$ cat config.mk
export PLATFORM = sky130hd
export DESIGN_NAME = osd_channel_output_router
export DESIGN_NICKNAME = d
export VERILOG_FILES = /design/src/pkg/osd_router_pkg.sv /design/src/core/osd_channel_output_router.sv
export VERILOG_INCLUDE_DIRS = /design/src /design/src/pkg
export SDC_FILE = /design/constraint.sdc
export NUM_CORES = 1
export LEC_CHECK = 0
export BUFFER_PORTS_ARGS = -buffer_cell sky130_fd_sc_hd__buf_4
export CAP_MARGIN = 10
export CORE_UTILIZATION = 50
export CTS_BUF_LIST = sky130_fd_sc_hd__clkbuf_4 sky130_fd_sc_hd__clkbuf_8 sky130_fd_sc_hd__clkbuf_16
export CTS_CLUSTER_SIZE = 30
export DETAILED_ROUTE_END_ITERATION = 8
export MAX_ROUTING_LAYER = met4
export PLACE_DENSITY = 0.8
export SYNTH_ARGS = -nofsm -noshare
export SYNTH_HDL_FRONTEND = slang
export SYNTH_SLANG_ARGS = --single-unit
export TNS_END_PERCENT = 30
$ cat constraint.sdc
create_clock -name i_clk -period 1.9 [get_ports i_clk]
set_input_delay 0.19 -clock i_clk [delete_from_list [all_inputs] [get_ports i_clk]]
set_output_delay 0.19 -clock i_clk [all_outputs]
set_load 0.05 [all_outputs]
$ cat src/pkg/osd_router_params.svh
// register map, field positions and reset values of the osd channel output router
`ifndef OSD_ROUTER_PARAMS_SVH
`define OSD_ROUTER_PARAMS_SVH

`define OSD_CTRL_OFS 12'h000
`define OSD_ROUTE_OFS 12'h004
`define OSD_STAT_OFS 12'h008
`define OSD_ADDR_W 12

// control register fields
`define OSD_CTRL_OPT_LSB 0
`define OSD_CTRL_3BLK_BIT 2
`define OSD_CTRL_DISP_LSB 4
`define OSD_CTRL_BG_LSB 8
`define OSD_CTRL_W 11
// option B, composite pin mode, all channels displayed, backgrounds off
`define OSD_CTRL_RST 11'h071

// route register: low bits of rows 0..11 at 11:0, high bits at 27:16
`define OSD_ROUTE_HI_LSB 16
`define OSD_ROUTE_RST 32'h0000_0000

// column where the right half of a row starts
`define OSD_HALF_COL 5'h0c
`define OSD_ROWS 12

`endif

$ cat src/pkg/osd_router_pkg.sv
// types shared by the osd channel output router
package osd_router_pkg;

  typedef enum logic [1:0] {
    OPT_A,
    OPT_B,
    OPT_C,
    OPT_RSVD
  } route_opt_e;

  // one dot of the character stream
  typedef struct packed {
    logic valid;
    logic [3:0] row;
    logic [4:0] col;
    logic red;
    logic green;
    logic blue;
    logic second_mark;
    logic bg_area;
  } dot_in_s;

  // routed outputs, background signals alongside the characters
  typedef struct packed {
    logic red_char_out;
    logic green_char_out;
    logic blue_char_out;
    logic composite_char_out_a;
    logic composite_char_out_b;
    logic bg_rgb;
    logic bg_a;
    logic bg_b;
  } dot_out_s;

  // per-channel switches: index 0 rgb, 1 composite a, 2 composite b
  typedef logic [2:0] chan_mask_t;

endpackage

$ cat src/core/osd_channel_output_router.sv
// osd channel output router: routes character dots to rgb and two composite outputs
//
// Functional notes
// - option B, bits 00: composite A carries all rows, composite B held low.
// - option B, hi 0 lo 1: A all rows, B that row's second-channel characters.
// - composite A character is OR of red, green, blue minus second-channel cells.
// - composite A background only outside second-channel cells.
// - composite B background only inside second-channel cells.
// - option C, bits 00: A gets columns 0-27, B held low.
// - option C, bits 01: A columns 0-11, B second-channel columns 12-27.
// - option C, bits 10: A columns 12-27, B second-channel columns 0-11.
// - option C, bits 11: A held low, B second-channel columns 0-27.
// - second-channel characters never on rgb or A; backgrounds follow area rules.
// - character display switchable per channel on top of routing.
// - background enable switchable per channel.
// - option A, low bit 0: A carries row's characters except second-channel ones.
// - option A, low bit 1: A held low for that row.
// - option A: B carries second-channel characters only where low bit is 1.
// - option B: A carries every row regardless of routing bits.
// - option B: B carries no characters on rows with low bit 0.
// - second-channel marking is per cell, independent of row routing bits.
// - routing option resets to B.
// - routing has no effect in three-blanking pin mode.
//
// The register offsets and register access over APB are this design's own decisions.
`include "osd_router_params.svh"

module osd_channel_output_router #(
  parameter int ROWS = `OSD_ROWS
) (
  // clock and reset
  input wire logic i_clk,
  input wire logic i_nrst,
  // apb slave
  input wire logic i_psel,
  input wire logic i_penable,
  input wire logic i_pwrite,
  input wire logic [`OSD_ADDR_W-1:0] i_paddr,
  input wire logic [31:0] i_pwdata,
  input wire logic [3:0] i_pstrb,
  output logic [31:0] o_prdata,
  output logic o_pready,
  output logic o_pslverr,
  // dot stream in
  input osd_router_pkg::dot_in_s i_dot,
  // routed dots out
  output osd_router_pkg::dot_out_s o_dot
);
  import osd_router_pkg::*;

  logic [`OSD_CTRL_W-1:0] ctrl_r;
  logic [ROWS-1:0] route_lo_r;
  logic [ROWS-1:0] route_hi_r;
  logic [31:0] prdata_r;
  logic pready_r;
  logic pslverr_r;
  dot_out_s dot_r;
  dot_out_s dot_nxt;

  // ---------------- apb decode ----------------
  wire setup_ph = i_psel & ~i_penable;
  wire access_ph = i_psel & i_penable & pready_r;
  wire hit_ctrl = (i_paddr == `OSD_CTRL_OFS);
  wire hit_route = (i_paddr == `OSD_ROUTE_OFS);
  wire hit_stat = (i_paddr == `OSD_STAT_OFS);
  wire mapped = hit_ctrl | hit_route | hit_stat;
  // status is read only; a write to it is refused like an unmapped one
  wire bad_acc = ~mapped | (hit_stat & i_pwrite);
  wire wr_ctrl = access_ph & i_pwrite & hit_ctrl;
  wire wr_route = access_ph & i_pwrite & hit_route;

  // byte lanes merged over the current value
  function automatic logic [31:0] merge(input logic [31:0] cur, input logic [31:0] wd, input logic [3:0] st);
    logic [31:0] res;
    res = cur;
    for (int i = 0; i < 4; i++) begin
      if (st[i]) begin
        res[i*8 +: 8] = wd[i*8 +: 8];
      end
    end
    return res;
  endfunction

  wire [31:0] ctrl_word = {{(32-`OSD_CTRL_W){1'b0}}, ctrl_r};
  wire [31:0] route_word = {{(16-ROWS){1'b0}}, route_hi_r, {(16-ROWS){1'b0}}, route_lo_r};
  wire [31:0] stat_word = {16'h0000, 3'h0, i_dot.col, i_dot.row, 1'b0, dot_r.composite_char_out_a,
                           dot_r.composite_char_out_b, i_dot.valid};
  wire [31:0] ctrl_wr = merge(ctrl_word, i_pwdata, i_pstrb);
  wire [31:0] route_wr = merge(route_word, i_pwdata, i_pstrb);
  wire [31:0] rd_sel = hit_ctrl ? ctrl_word :
                       hit_route ? route_word :
                       hit_stat ? stat_word : 32'h0000_0000;

  // read data and error are captured in the setup cycle so they leave a flop
  always_ff @(posedge i_clk or negedge i_nrst) begin
    if (!i_nrst) begin
      prdata_r <= 32'h0000_0000;
      pslverr_r <= 1'b0;
      pready_r <= 1'b0;
    end else begin
      pready_r <= 1'b1;
      if (setup_ph) begin
        prdata_r <= i_pwrite ? 32'h0000_0000 : rd_sel;
        pslverr_r <= bad_acc;
      end
    end
  end

  always_ff @(posedge i_clk or negedge i_nrst) begin
    if (!i_nrst) begin
      ctrl_r <= `OSD_CTRL_RST;
    end else if (wr_ctrl) begin
      ctrl_r <= ctrl_wr[`OSD_CTRL_W-1:0];
    end
  end

  // each row has its own bit pair, so any row can be rerouted alone
  always_ff @(posedge i_clk or negedge i_nrst) begin
    if (!i_nrst) begin
      route_lo_r <= ROWS'(`OSD_ROUTE_RST);
      route_hi_r <= ROWS'(`OSD_ROUTE_RST);
    end else if (wr_route) begin
      route_lo_r <= route_wr[ROWS-1:0];
      route_hi_r <= route_wr[`OSD_ROUTE_HI_LSB +: ROWS];
    end
  end

  // ---------------- routing ----------------
  wire [1:0] opt_raw = ctrl_r[`OSD_CTRL_OPT_LSB +: 2];
  // reserved option code behaves as option B
  wire route_opt_e opt = (opt_raw == 2'h3) ? OPT_B : route_opt_e'(opt_raw);
  wire three_blk = ctrl_r[`OSD_CTRL_3BLK_BIT];
  wire chan_mask_t disp_en = ctrl_r[`OSD_CTRL_DISP_LSB +: 3];
  wire chan_mask_t bg_en = ctrl_r[`OSD_CTRL_BG_LSB +: 3];

  // rows past the last one never route anything to composite B
  wire row_ok = (i_dot.row < 4'(ROWS));
  wire lo = row_ok & route_lo_r[i_dot.row];
  wire hi = row_ok & route_hi_r[i_dot.row];
  wire left_half = (i_dot.col < `OSD_HALF_COL);

  wire a_en_opt_a = ~lo;
  wire b_en_opt_a = lo;
  wire a_en_opt_b = 1'b1;
  wire b_en_opt_b = lo;
  // half-row split: a and b take complementary halves
  wire a_en_opt_c = hi ? (~lo & ~left_half) : (~lo | left_half);
  wire b_en_opt_c = hi ? (lo | left_half) : (lo & ~left_half);

  logic a_en;
  logic b_en;
  always_comb begin
    case (opt)
      OPT_A: begin
        a_en = a_en_opt_a;
        b_en = b_en_opt_a;
      end
      OPT_C: begin
        a_en = a_en_opt_c;
        b_en = b_en_opt_c;
      end
      default: begin
        a_en = a_en_opt_b;
        b_en = b_en_opt_b;
      end
    endcase
    if (three_blk) begin
      a_en = 1'b1;
      b_en = 1'b0;
    end
  end

  wire dots = i_dot.red | i_dot.green | i_dot.blue;
  wire mark = i_dot.second_mark;
  wire v = i_dot.valid;
  wire rgb_ok = v & ~mark & disp_en[0];

  always_comb begin
    dot_nxt.red_char_out = rgb_ok & i_dot.red;
    dot_nxt.green_char_out = rgb_ok & i_dot.green;
    dot_nxt.blue_char_out = rgb_ok & i_dot.blue;
    dot_nxt.composite_char_out_a = v & dots & ~mark & a_en & disp_en[1];
    dot_nxt.composite_char_out_b = v & dots & mark & b_en & disp_en[2] & ~three_blk;
    dot_nxt.bg_rgb = v & i_dot.bg_area & ~mark & bg_en[0];
    dot_nxt.bg_a = v & i_dot.bg_area & ~mark & bg_en[1];
    // background of b does not depend on the row routing bits
    dot_nxt.bg_b = v & i_dot.bg_area & mark & bg_en[2];
  end

  always_ff @(posedge i_clk or negedge i_nrst) begin
    if (!i_nrst) begin
      dot_r <= '0;
    end else begin
      dot_r <= dot_nxt;
    end
  end

  assign o_dot = dot_r;
  assign o_prdata = prdata_r;
  assign o_pready = pready_r;
  assign o_pslverr = pslverr_r;

endmodule

==> results of run 1 <==
-- sequential cells by signal (all words and copies together), names as in the netlist --
name        flops
o_prdata       25
route_hi_r     12
o_pslverr       1
route_lo_r     12
o_pready        1
o_dot           8
ctrl_r         11
-- kinds of logic (layout without fill, tap and decap cells) --
family / Yosys count / count (layout) / share of synthesized area (%)
AO/OA/AOI/OAI: 59 / 59 / 12.69
flip-flops: 70 / 70 / 54.15
buffers and inverters: 32 / 133 / 4.744
AND/OR/NAND/NOR: 71 / 71 / 12.19
multiplexers: 46 / 46 / 16.00
other: 2 / 8 / 0.2315
-- area by class of cell --
type	count	share of cell area (%)
Timing Repair Buffer	106	19.20
Tap cell	75	2.155
Inverter	11	0.9483
Clock buffer	10	3.161
Clock inverter	6	3.046
Multi-Input combinational cell	184	31.15
Sequential cell	70	40.34
-- metrics by stage --
step                setup slack, ns  hold WS, ns  std cells  util, %
detailed placement         -0.02817       0.1248        445    66.83
floorplan                    0.2020      -0.1056        286        -
global placement            0.04329       0.1252        445    66.83
CTS                          0.1344      0.03258        462    71.43
global route                0.05280      0.04387        462    71.43
finish                       0.1156      0.05018        462    71.43
-- final timing paths --
path | end | cells after the start | slack, ns
max reg2reg | o_dot[3] | 5 | 0.12
min in group asynchronous | o_prdata[27] | 2 | 0.30
max | o_dot[3] | 5 | 0.12
max in group asynchronous | ctrl_r[4] | 3 | 0.99
min reg2reg | o_prdata[5] | 2 | 0.49
min | o_dot[1] | 2 | 0.05
-- per-layer routing --
layer	share of wire [%]	GRT usage (%)	vias to the layer above
li1	-	-	1209
met1	41	34.75	1267
met2	49	42.07	118
met3	6.8	6.044	22
met4	2.3	13.45	0
met5	0	-	-
-- Yosys cell counts (3+ instances only) --
cell type and instances:
sky130_fd_sc_hd__mux2_2 5, sky130_fd_sc_hd__buf_4 8, sky130_fd_sc_hd__buf_2 3, sky130_fd_sc_hd__nand3_1 3, sky130_fd_sc_hd__nand2_1 21, sky130_fd_sc_hd__dfrtp_1 66, sky130_fd_sc_hd__dfstp_2 4, sky130_fd_sc_hd__o41ai_1 12
sky130_fd_sc_hd__nor2_1 17, sky130_fd_sc_hd__and2_1 4, sky130_fd_sc_hd__clkbuf_1 10, sky130_fd_sc_hd__mux2i_1 8, sky130_fd_sc_hd__inv_1 11, sky130_fd_sc_hd__a22o_1 12, sky130_fd_sc_hd__mux2_1 32, sky130_fd_sc_hd__nand2b_1 3
sky130_fd_sc_hd__a21oi_1 24
-- where the power goes --
group / internal (mW) / switching (mW) / leakage [nW]
clock: 1.04 / 0.573 / 0.132
combinational: 0.112 / 0.157 / 1.13
sequential: 1.49 / 0.00182 / 0.959
-- placed cells by master, fill, tap and decap left out, types with 2 or more instances in the layout --
cell type / count
sky130_fd_sc_hd__buf_4: 102
sky130_fd_sc_hd__dfrtp_1: 66
sky130_fd_sc_hd__mux2_1: 32
sky130_fd_sc_hd__a21oi_1: 24
sky130_fd_sc_hd__nand2_1: 21
sky130_fd_sc_hd__nor2_1: 17
sky130_fd_sc_hd__a22o_1: 12
sky130_fd_sc_hd__o41ai_1: 12
sky130_fd_sc_hd__inv_1: 11
sky130_fd_sc_hd__clkbuf_8: 10
sky130_fd_sc_hd__mux2i_1: 8
sky130_fd_sc_hd__conb_1: 8
sky130_fd_sc_hd__mux2_2: 5
sky130_fd_sc_hd__and2_1: 4
sky130_fd_sc_hd__bufinv_16: 4
sky130_fd_sc_hd__dfstp_2: 4
sky130_fd_sc_hd__nand2b_1: 3
sky130_fd_sc_hd__nand3_1: 3
sky130_fd_sc_hd__buf_12: 3
sky130_fd_sc_hd__and3b_1: 2
sky130_fd_sc_hd__a31oi_1: 2
sky130_fd_sc_hd__nand3b_1: 2
sky130_fd_sc_hd__nor3b_1: 2
sky130_fd_sc_hd__nor4_2: 2
sky130_fd_sc_hd__and3_1: 2
sky130_fd_sc_hd__nand2_2: 2
==> metrics list, run 1 <==
- The flow ran to the end, and the final reports show no timing, DRC or antenna violations.
- After legalization and detailed placement, the total HPWL measured 5848 um.
* Top FF cell, synth: sky130_fd_sc_hd__dfrtp_1
- 0 antenna diodes ended up in the layout.
* Resize count post-CTS: 0
- Setup repair after global routing left no endpoint under its margin.
- After technology mapping, the gate count stands at 280.
- Cell chosen for the clock root: sky130_fd_sc_hd__clkbuf_8
- Summing every instance area after synthesis gives 0.003244 mm2.
- Walking the worst path, the cells encountered are mux4_2 > and3b_1 > a31oi_1 > o22ai_1 > and3b_1.
- The die is 82.55 um wide.
- The critical path starts at route_lo_r[7].
- Startpoint of the most critical hold path: i_dot[1]
* Die Outline Area: 0.006815 mm2
- Initial DRC count: 232
- Num CTS Buffers: 9
- I/O pins: 110
- The worst pin sits at a relative slew slack of 66.77%.
* Number of pins exceeding their max-slew limit in the final report: 0
- STA puts the critical path data arrival time at 2.02 ns.
- Fill cell instance count of the final layout: 447
- Mean cell area of the mapped netlist: 11.59 um2
* Pin count of the biggest net entering global routing: 45
- Required time of the critical path: 2.14 ns
- Leakage component of the power: 2.220 nW
- Final global-route overflow total: 0
* Number of buffers on the longest clock path: 2
- Relative to the synthesized area, the layout overhead comes to 34.21%.
* PortBufs: 94
* Final worst path period share: 93.91%
- In this run the worst path has a maximum fanout of 3.
* Wire length per cell: 18.06 um
- Clock tree synthesis found a total of 70 sinks.
- Endpoint kind of the worst setup timing path: flop
- Cell types occupying the most area after synthesis: sky130_fd_sc_hd__dfrtp_1 51%, sky130_fd_sc_hd__mux2_1 11%, sky130_fd_sc_hd__a21oi_1 3.7%
- Setup total negative slack on the finished layout was measured at 0 ns.
- Routed via count: 2616
* Die Y-Extent: 82.55 um
- Pwr/cell area: 775.1 mW/mm2
- First-pass GRT wire length: 13020 um
- Wires add up to 8345 um.
- The worst setup path is launched from a flop.
- Antenna violations before repair: 0
* Worst ir drop on vdd: 575.8 uV
- In this run, synthesis produced a sequential element count of 70.
- The worst setup path is of the reg -> reg kind.
- Actual slew at the worst max-slew pin: 0.4916 ns
- Post-synth cell types: 46
* Clock network latency to the later pin of the worst-skew pair: 0.35 ns
* Number of iterations in the first detailed-routing pass: 4
- Overall power of the completed layout: 3.375 mW
- The placed instances occupy a cell area of 0.004074 mm2.
- After floorplanning, the core was sized to cover 0.006096 mm2.
- Clock-pin slew was measured on the worst setup and hold paths at 0.08 ns.
- After clock tree synthesis, the flow added hold-fix buffers numbering 1.
- Among all stages on the critical path, the largest delay is contributed by sky130_fd_sc_hd__mux4_2.
- Of the cells placed in the final design, the portion with a size suffix greater than 1 is 35.92%.
- Together, buffers and inverters on the worst path number 0.
- Maximum single-stage delay on the critical path: 0.47 ns
* Number of enable flip-flop cells after synthesis: 0
* TritonCTS clock tree: built
- Count of antenna-violating nets left after detailed routing: 0
- Number of global-route vias before repair: 2657
- Global-route usage over all layers: 27.50%
- Summing the sequential cell areas from Yosys gives 54.15% of the chip area.
- Area taken by flip-flops and latches: 0.001757 mm2
* Worst clock skew: 0.006185 ns
* Cell Rows: 28
- In this run the post-CTS setup repair buffer count came out at 0.
* Clock period minus final worst setup slack: 1.784 ns
- In the synthesized netlist the async set-or-reset flop fraction comes to 100.0%.
- Final Hold Vio Count: 0
* Area share of the leading cell type in the synthesized netlist: 50.91%
* Cell area after layout: 0.004354 mm2
* Routability-driven placement congestion ratio: 0.9100
* Post-detailed-route DRC marker count: 0
* Gate family responsible for the most delay along the worst path: multiplexers
* Cell seen most often among critical-path stages: sky130_fd_sc_hd__and3b_1
- Once the floorplan was initialized, standard cells occupied 53.22% of the core.
- The net count of the finished layout is 450.
* Startpoint of the worst-slack reg-to-reg timing path: route_lo_r[7]
- Detail-routed via count per cell: 5.662
- The path class of the tightest hold or removal check is in -> reg.
- Area leader, netlist: sky130_fd_sc_hd__dfrtp_1
- The multi-input combinational cells in the finished layout cover a total of 0.001356 mm2.
* Highest Clock Rate: 560.4 MHz
- H-tree depth: 3
* Max-capacitance violation count: 0
* Number of failing setup endpoints in the final timing report: 0
- Total number of yosys warnings: 0
(Power assumes the default switching activity.)
==> inputs of run 2 (changes only) <==
--- a/config.mk
+++ b/config.mk
@@ -13,7 +13,7 @@
 export CTS_CLUSTER_SIZE = 30
 export DETAILED_ROUTE_END_ITERATION = 8
 export MAX_ROUTING_LAYER = met4
-export PLACE_DENSITY = 0.8
+export PLACE_DENSITY = 0.77
 export SYNTH_ARGS = -nofsm -noshare
 export SYNTH_HDL_FRONTEND = slang
 export SYNTH_SLANG_ARGS = --single-unit
==> run 2 against run 1 <==
Net effect: fmax grew 3.7%; sequential cell count is the same; count of clock-buffer cells in the layout grew 2; register-to-register slack gained 0.06 ns; worst setup slack gained 0.064 ns; critical path type unchanged; largest cell class unchanged; largest power group is now registers; highest routed layer unchanged.
==> metrics list, run 2 (synthesis gave the netlist of run 1 again) <==
- Cell Rows: 28 (unchanged)
* Setup repair after global routing missed its margin: no
- The die width was 82.55 um (unchanged).
- Number of global-route vias before repair: 2510 (-5.5%)
* TritonCTS clock tree: built
- I/O pins: 110 (unchanged)
- The number of buffers on the longest clock path came to 2 (unchanged).
- Die Y-Extent: 82.55 um (unchanged)
- Cell chosen for the clock root: sky130_fd_sc_hd__clkbuf_8
- Antenna violations before repair: 0 (unchanged)
- The instance area after placement was 0.004064 mm2 (-0.25%).
* Reg2reg path depth: 5 (unchanged)
* H-tree depth: 3 (unchanged)
* Class of the worst hold path: in -> reg
- Initial core utilization: 53.22% (unchanged)
- The flip-flop count of the largest register after layout was 25 (unchanged).
- Detail-routed via count per cell: 5.636 (-0.47%)
* Syn-to-layout area delta: 33.01%
- The peak supply drop was 470.1 uV (-18%).
- Hpwl dp: 5907 um (+1.0%)
* Register-to-register setup slack: 0.18 ns (+0.06 ns)
- The iteration count of the initial detailed-routing pass is 4 (unchanged).
- The data required time of the worst path came to 2.13 ns (about the same).
- In the layout the commonest cells are 106 x sky130_fd_sc_hd__buf_4, 66 x sky130_fd_sc_hd__dfrtp_1, 32 x sky130_fd_sc_hd__mux2_1, 24 x sky130_fd_sc_hd__a21oi_1, 21 x sky130_fd_sc_hd__nand2_1.
- Worst setup path class: reg -> reg
- The routed wire length was 8208 um (-1.6%).
- The path with the worst hold slack has its endpoint at o_dot[2].
- Cell area after layout: 0.004315 mm2 (-0.89%)
* Num CTS Buffers: 9 (unchanged)
* Routed via count: 2615 (-0.038%)
* Highest fanout seen on the critical path: 3 (unchanged)
- Pin count of the biggest net entering global routing: 41 (-8.9%)
- Final Hold Vio Count: 0 (unchanged)
* Layout net count: 452 (+0.44%)
* Clock period minus final worst setup slack: 1.720 ns (-0.06389 ns)
* RR Endpoint: o_dot[3]
- The final RePlAce weighted congestion is 0.9438 (+3.7%).
- Placed cells: 447 (+0.45%)
- Count of antenna diodes in the layout: 0 (unchanged)
- Fraction of layout cells with a size suffix above 1: 36.25% (+0.33 points)
- The utilization after layout is 70.79% (-0.64 points).
- Final global-route overflow total: 0 (unchanged)
* Die Outline Area: 0.006815 mm2 (unchanged)
- The worst setup path is launched from a flop.
* Pwr/cell area: 745.8 mW/mm2 (-3.8%)
- The worst setup path is captured at a flop.
- The number of clock sinks came to 70 (unchanged).
* Clock transition at path regs: 0.08 ns (about the same)
- The worst endpoint data arrival time was 1.95 ns (-0.07 ns).
- Clock network latency to the later pin of the worst-skew pair: 0.34 ns (about the same)
- Startpoint of the worst-slack reg-to-reg timing path: route_lo_r[7]
- Core Region: 0.006096 mm2 (unchanged)
* Initial DRC count: 256 (+10%)
* Wire length per cell: 17.69 um (-2.1%)
- Status: finished, final reports clean
- The post-cts repair resize count is 0 (unchanged).
- Global-route usage over all layers: 26.51% (-0.99 points)
* Leakage component of the power: 2.210 nW (-0.44%)
- The setup violation total in the final timing report came to 0 (unchanged).
- Highest Clock Rate: 581.2 MHz (+3.7%)
- The first-pass GRT wire length came to 12520 um (-3.8%).
* Max-capacitance violation count: 0 (unchanged)
- The final worst-path cycle share was 90.55% (-3.4 points).
* Startpoint of the most critical hold path: i_dot[1]
- The worst hold path stage count is 2 (unchanged).
- Number of pins exceeding their max-slew limit in the final report: 0 (unchanged)
* Setup TNS Final: 0 ns (unchanged)
* Number of cells in the finished layout apart from fillers: 464 (+0.43%)
- Post-detailed-route DRC marker count: 0 (unchanged)
* Commonest non-fill, non-tap cell in the layout: sky130_fd_sc_hd__buf_4
- PortBufs: 94 (unchanged)
- Count of antenna-violating nets left after detailed routing: 0 (unchanged)
- The final clock skew is 0.009146 ns (+0.002961 ns).
==> run 2: area by class of cell <==
type | count | area (um2)
Tap cell | 75 | 93.84
Sequential cell | 70 | 1757
Multi-Input combinational cell | 184 | 1356
Clock buffer | 12 | 146.4
Inverter | 11 | 41.29
Fill cell | 467 | 1780
Timing Repair Buffer | 108 | 825.8
Clock inverter | 4 | 95.09
==> run 2: worst max-delay path by stage <==
stage                     cells after the start       endpoint           from
after global placement                        6  route_lo_r[5]    i_paddr[11]
after detailed placement                      6  route_lo_r[6]     i_paddr[7]
after floorplan                               5  route_hi_r[0]       o_pready
after CTS                                     5       o_dot[3]  route_lo_r[7]
after global routing                          5       o_dot[3]  route_lo_r[7]
final                                         5       o_dot[3]  route_lo_r[7]
==> run 2: layer usage <==
metal	up-vias	track usage (%)	routed length (um)
met2	100	41.16	4049
met4	0	9.655	114
met1	1299	35.64	3525
met3	9	3.846	518
li1	1207	-	-
met5	-	-	0
==> run 2: critical path, cell delays in order (launching register included) <==
cell                      delay [ns]
sky130_fd_sc_hd__dfrtp_1        0.41
sky130_fd_sc_hd__mux4_2         0.46
sky130_fd_sc_hd__and3b_1        0.19
sky130_fd_sc_hd__a31oi_1        0.23
sky130_fd_sc_hd__o22ai_1        0.13
sky130_fd_sc_hd__and3b_1        0.18
==> run 2: repair_timing <==
item | 4_1_cts | 5_1_grt
hold buffers | 1 | 0
setup buffers | 0 | 0
endpoints found under the hold margin | 36 | 0
setup endpoints to repair | 0 | 0
==> run 2: through the flow <==
step,setup WS (ns),power (mW),hold slack (ns)
CTS,0.1850,3.232,0.03765
detailed placement,0.01740,1.790,0.1901
finish,0.1795,3.219,0.04587
global route,0.09984,3.324,0.05168
floorplan,0.2020,1.631,-0.1056
global placement,0.04781,1.786,0.1883
==> run 2: power breakdown <==
part	internal, mW	switching (mW)
clock	0.915	0.543
sequential	1.49	0.00192
combinational	0.112	0.153
==> inputs of run 3 (changes only) <==
--- a/config.mk
+++ b/config.mk
@@ -6,9 +6,10 @@
 export SDC_FILE = /design/constraint.sdc
 export NUM_CORES = 1
 export LEC_CHECK = 0
+export ABC_AREA = 1
 export BUFFER_PORTS_ARGS = -buffer_cell sky130_fd_sc_hd__buf_4
-export CAP_MARGIN = 10
-export CORE_UTILIZATION = 50
+export CAP_MARGIN = 40
+export CORE_UTILIZATION = 51
 export CTS_BUF_LIST = sky130_fd_sc_hd__clkbuf_4 sky130_fd_sc_hd__clkbuf_8 sky130_fd_sc_hd__clkbuf_16
 export CTS_CLUSTER_SIZE = 30
 export DETAILED_ROUTE_END_ITERATION = 8
==> run 3 against run 2 <==
Net effect: the flow now finishes with violations (DRC); synthesized cell count up 39%; die area up 3.7%; sequential cell count unchanged; hold slack worse by 0.019 ns; register-to-register slack better by 0.35 ns; routed wire length grew 4.5%; highest routed layer unchanged.
==> metrics list, run 3 <==
* Routed via count: 2988 (+14%)
* Mean cell area of the mapped netlist: 8.832 um2 (-24%)
- Initial core utilization: 53.50% (+0.27 points)
- The leakage power is 2.378 nW (+7.6%).
* Number of iterations in the first detailed-routing pass: 7 (+3)
* Clock network latency to the later pin of the worst-skew pair: 0.35 ns (about the same)
* Initial DRC count: 224 (-13%)
* Core Region: 0.006422 mm2 (+5.4%)
- The final hold violation count came to 0 (unchanged).
- Post-synthesis instance area: 0.003436 mm2 (+5.9%)
- The max-slew violation count came to 0 (unchanged).
- Gate family responsible for the most delay along the worst path: simple AND/OR/NAND/NOR gates
- The worst register-to-register path ends at ctrl_r[2].
- The proportion of synthesized chip area in sequential cells was 51.13% (-3.0 points).
- In this run the most critical hold path is launched from i_dot[1].
* Pwr/cell area: 705.9 mW/mm2 (-5.4%)
- Post-detailed-route DRC marker count: 17 (+17)
- The run finished, with violations left.
- Post-CTS Setup Bufs: 0 (unchanged)
* Die extent in x: 84.08 um (+1.9%)
- The final worst-path cycle share was 72.18% (-18 points).
- TritonCTS built the clock tree.
- Cell types occupying the most area after synthesis: sky130_fd_sc_hd__dfrtp_1 48%, sky130_fd_sc_hd__nand2_1 11%, sky130_fd_sc_hd__inv_1 4.6%
* Highest Clock Rate: 729.2 MHz (+25%)
- The setup violation total in the final timing report is 0 (unchanged).
- Clock Sink Count: 70 (unchanged)
* Post-synth cell types: 40 (-13%)
- Setup repair after global routing missed its margin: no
* Number of cells produced by synthesis: 389 (+39%)
- The count of nets after finishing came to 556 (+23%).
* Max-capacitance violation count: 0 (unchanged)
* Worst path bufs/invs: 0 (unchanged)
* Final global-route overflow total: 0 (unchanged)
* H-tree depth: 3 (unchanged)
- Worst clock skew: 0.008661 ns (-0.0004849 ns)
* Global-route usage over all layers: 26.74% (+0.23 points)
- In the post-synthesis netlist, the cell with the most instances is sky130_fd_sc_hd__nand2_1.
- Area leader, netlist: sky130_fd_sc_hd__dfrtp_1
- The post-route minimum period came to 1.371 ns (-0.3491 ns).
- The worst endpoint data arrival time was 1.61 ns (-0.34 ns).
- Maximum single-stage delay on the critical path: 0.37 ns (-0.09 ns)
- The share of synthesized flip-flops with an asynchronous set or reset is 100.0% (unchanged).
- Worst ir drop on vdd: 380.1 uV (-19%)
- The total inserted antenna cells is 0 (unchanged).
- Reg2reg path depth: 4 (-1)
- Die Y-Extent: 84.08 um (+1.9%)
* Fraction of layout cells with a size suffix above 1: 31.44% (-4.8 points)
- The number of enable-type register cells in the synthesized netlist is 0 (unchanged).
- The top cell type's share of synthesized area is 48.07% (-2.8 points).
- The number of fill cells in the layout was 547 (+17%).
- Cells traversed along the worst timing path: nand2_1 > nor2_4 > nand3_4 > mux2_4
* Startpoint of the worst-slack reg-to-reg timing path: o_pready
- Endpoint kind of the worst setup timing path: flop
- Syn-to-layout area delta: 28.62%
- The area used by multi-input combinational logic came to 0.001399 mm2 (+3.1%).
* Commonest non-fill, non-tap cell in the layout: sky130_fd_sc_hd__nand2_1
- Die Outline Area: 0.007069 mm2 (+3.7%)
- Hpwl dp: 6253 um (+5.9%)
- The count of input and output buffers came to 94 (unchanged).
* Setup TNS Final: 0 ns (unchanged)
* Required time of the critical path: 2.14 ns (about the same)
* Top FF cell, synth: sky130_fd_sc_hd__dfrtp_1
* Endpoint of the worst hold-timing path: o_dot[1]
- For this design, the slowest cell found on the critical path is sky130_fd_sc_hd__dfrtp_1.
- The overall power came to 3.119 mW (-3.1%).
* Wire length per cell: 15.05 um (-15%)
- The number of nets with antenna violations after detailed routing was 0 (unchanged).
- Cell Rows: 29 (+3.6%)
- Register-to-register setup slack: 0.53 ns (+0.35 ns)
* Class of the worst hold path: in -> reg
* Overall routed net length: 8576 um (+4.5%)
- The flop and latch count out of synthesis came to 70 (unchanged).
* Worst Setup Start Kind: flop
* Routability-driven placement congestion ratio: 0.8109 (-14%)
- Antenna violations before repair: 0 (unchanged)
* Number of global-route vias before repair: 3038 (+21%)
- The register cell area after layout was 0.001757 mm2 (unchanged).
- The count of pins on the block boundary came to 110 (unchanged).
- Total number of yosys warnings: 0 (unchanged)
- Most frequent cells after synthesis: 104 x sky130_fd_sc_hd__nand2_1, 66 x sky130_fd_sc_hd__dfrtp_1, 42 x sky130_fd_sc_hd__inv_1
* Pin count of the biggest net entering global routing: 45 (+9.8%)
- The critical path in this run is classified as reg -> reg.
- Cell chosen for the clock root: sky130_fd_sc_hd__clkbuf_8
- First-pass GRT wire length: 14240 um (+14%)
- Number of flip-flops in the largest register: 25 (unchanged)
* Clock transition at path regs: 0.08 ns (about the same)
- Number of buffers on the longest clock path: 2 (unchanged)
- The post-detailed-route via-to-cell ratio was 5.242 (-7.0%).
- Most frequent cells in the layout: 104 x sky130_fd_sc_hd__nand2_1, 98 x sky130_fd_sc_hd__buf_4, 66 x sky130_fd_sc_hd__dfrtp_1, 42 x sky130_fd_sc_hd__inv_1, 27 x sky130_fd_sc_hd__o21ai_0
* Highest fanout seen on the critical path: 10 (+7)
* Num CTS Buffers: 9 (unchanged)
* Failing checks: DRC
* Worst hold path stage count: 2 (unchanged)
## run 3: area by class of cell
cell class                 instances  share of cell area [%]
clock buffer                      12                   3.454
clock inverter                     4                   1.586
inverter                          47                   4.049
multi-input combinational        260                   31.65
sequential                        70                   39.75
tap                               77                   2.180
timing repair buffer             100                   17.33
## run 3: logic make-up (layout without fill, tap and decap cells)
group                  count (synthesis)  in the layout  share of synthesized area, %
buffers and inverters                 65            163                         8.813
other                                  2              8                        0.2186
AND/OR/NAND/NOR                      173            173                         24.04
flip-flops                            70             70                         51.13
multiplexers                           9              9                         3.605
AO/OA/AOI/OAI                         70             70                         12.20
## run 3: layer usage
layer | up-vias | wire, um | GRT usage, %
met5 | - | 0 | -
met4 | 0 | 144 | 9.248
met3 | 14 | 578 | 5.242
met2 | 115 | 4187 | 43.22
met1 | 1416 | 3666 | 33.79
li1 | 1443 | - | -
## run 3: power by group
part           total, mW  switching (mW)  internal [mW]  leakage, nW
Combinational      0.276           0.166          0.111         1.44
Sequential          1.49         0.00108           1.49        0.826
Clock               1.35           0.550          0.800        0.117
Total               3.12           0.717           2.40         2.38
## run 3: stage by stage
stage / setup WS (ns) / instance area (um2) / utilization, % / std cells / hold slack, ns
floorplan: 0.3039 / 3458 / - / 395 / -0.1056
global placement: 0.4098 / 4187 / 65.19 / 553 / 0.1237
detailed placement: 0.3641 / 4187 / 65.19 / 553 / 0.1280
CTS: 0.5311 / 4419 / 68.81 / 570 / 0.03092
global route: 0.4581 / 4419 / 68.81 / 570 / 0.03267
finish: 0.5286 / 4419 / 68.81 / 570 / 0.02701
## run 3: how the worst max path moves through the flow
stage	from	to	depth (start not counted)
detailed placement	i_paddr[9]	o_prdata[16]	8
global placement	i_paddr[9]	o_prdata[11]	8
floorplan	o_pready	ctrl_r[2]	4
finish	o_pready	ctrl_r[2]	4
global route	o_pready	route_hi_r[1]	6
CTS	o_pready	ctrl_r[2]	4
## run 3: what timing repair did
item	in CTS	in global routing
gates resized for setup	0	0
setup endpoints to repair	0	0
hold endpoints to repair	26	0
hold buffers	1	0
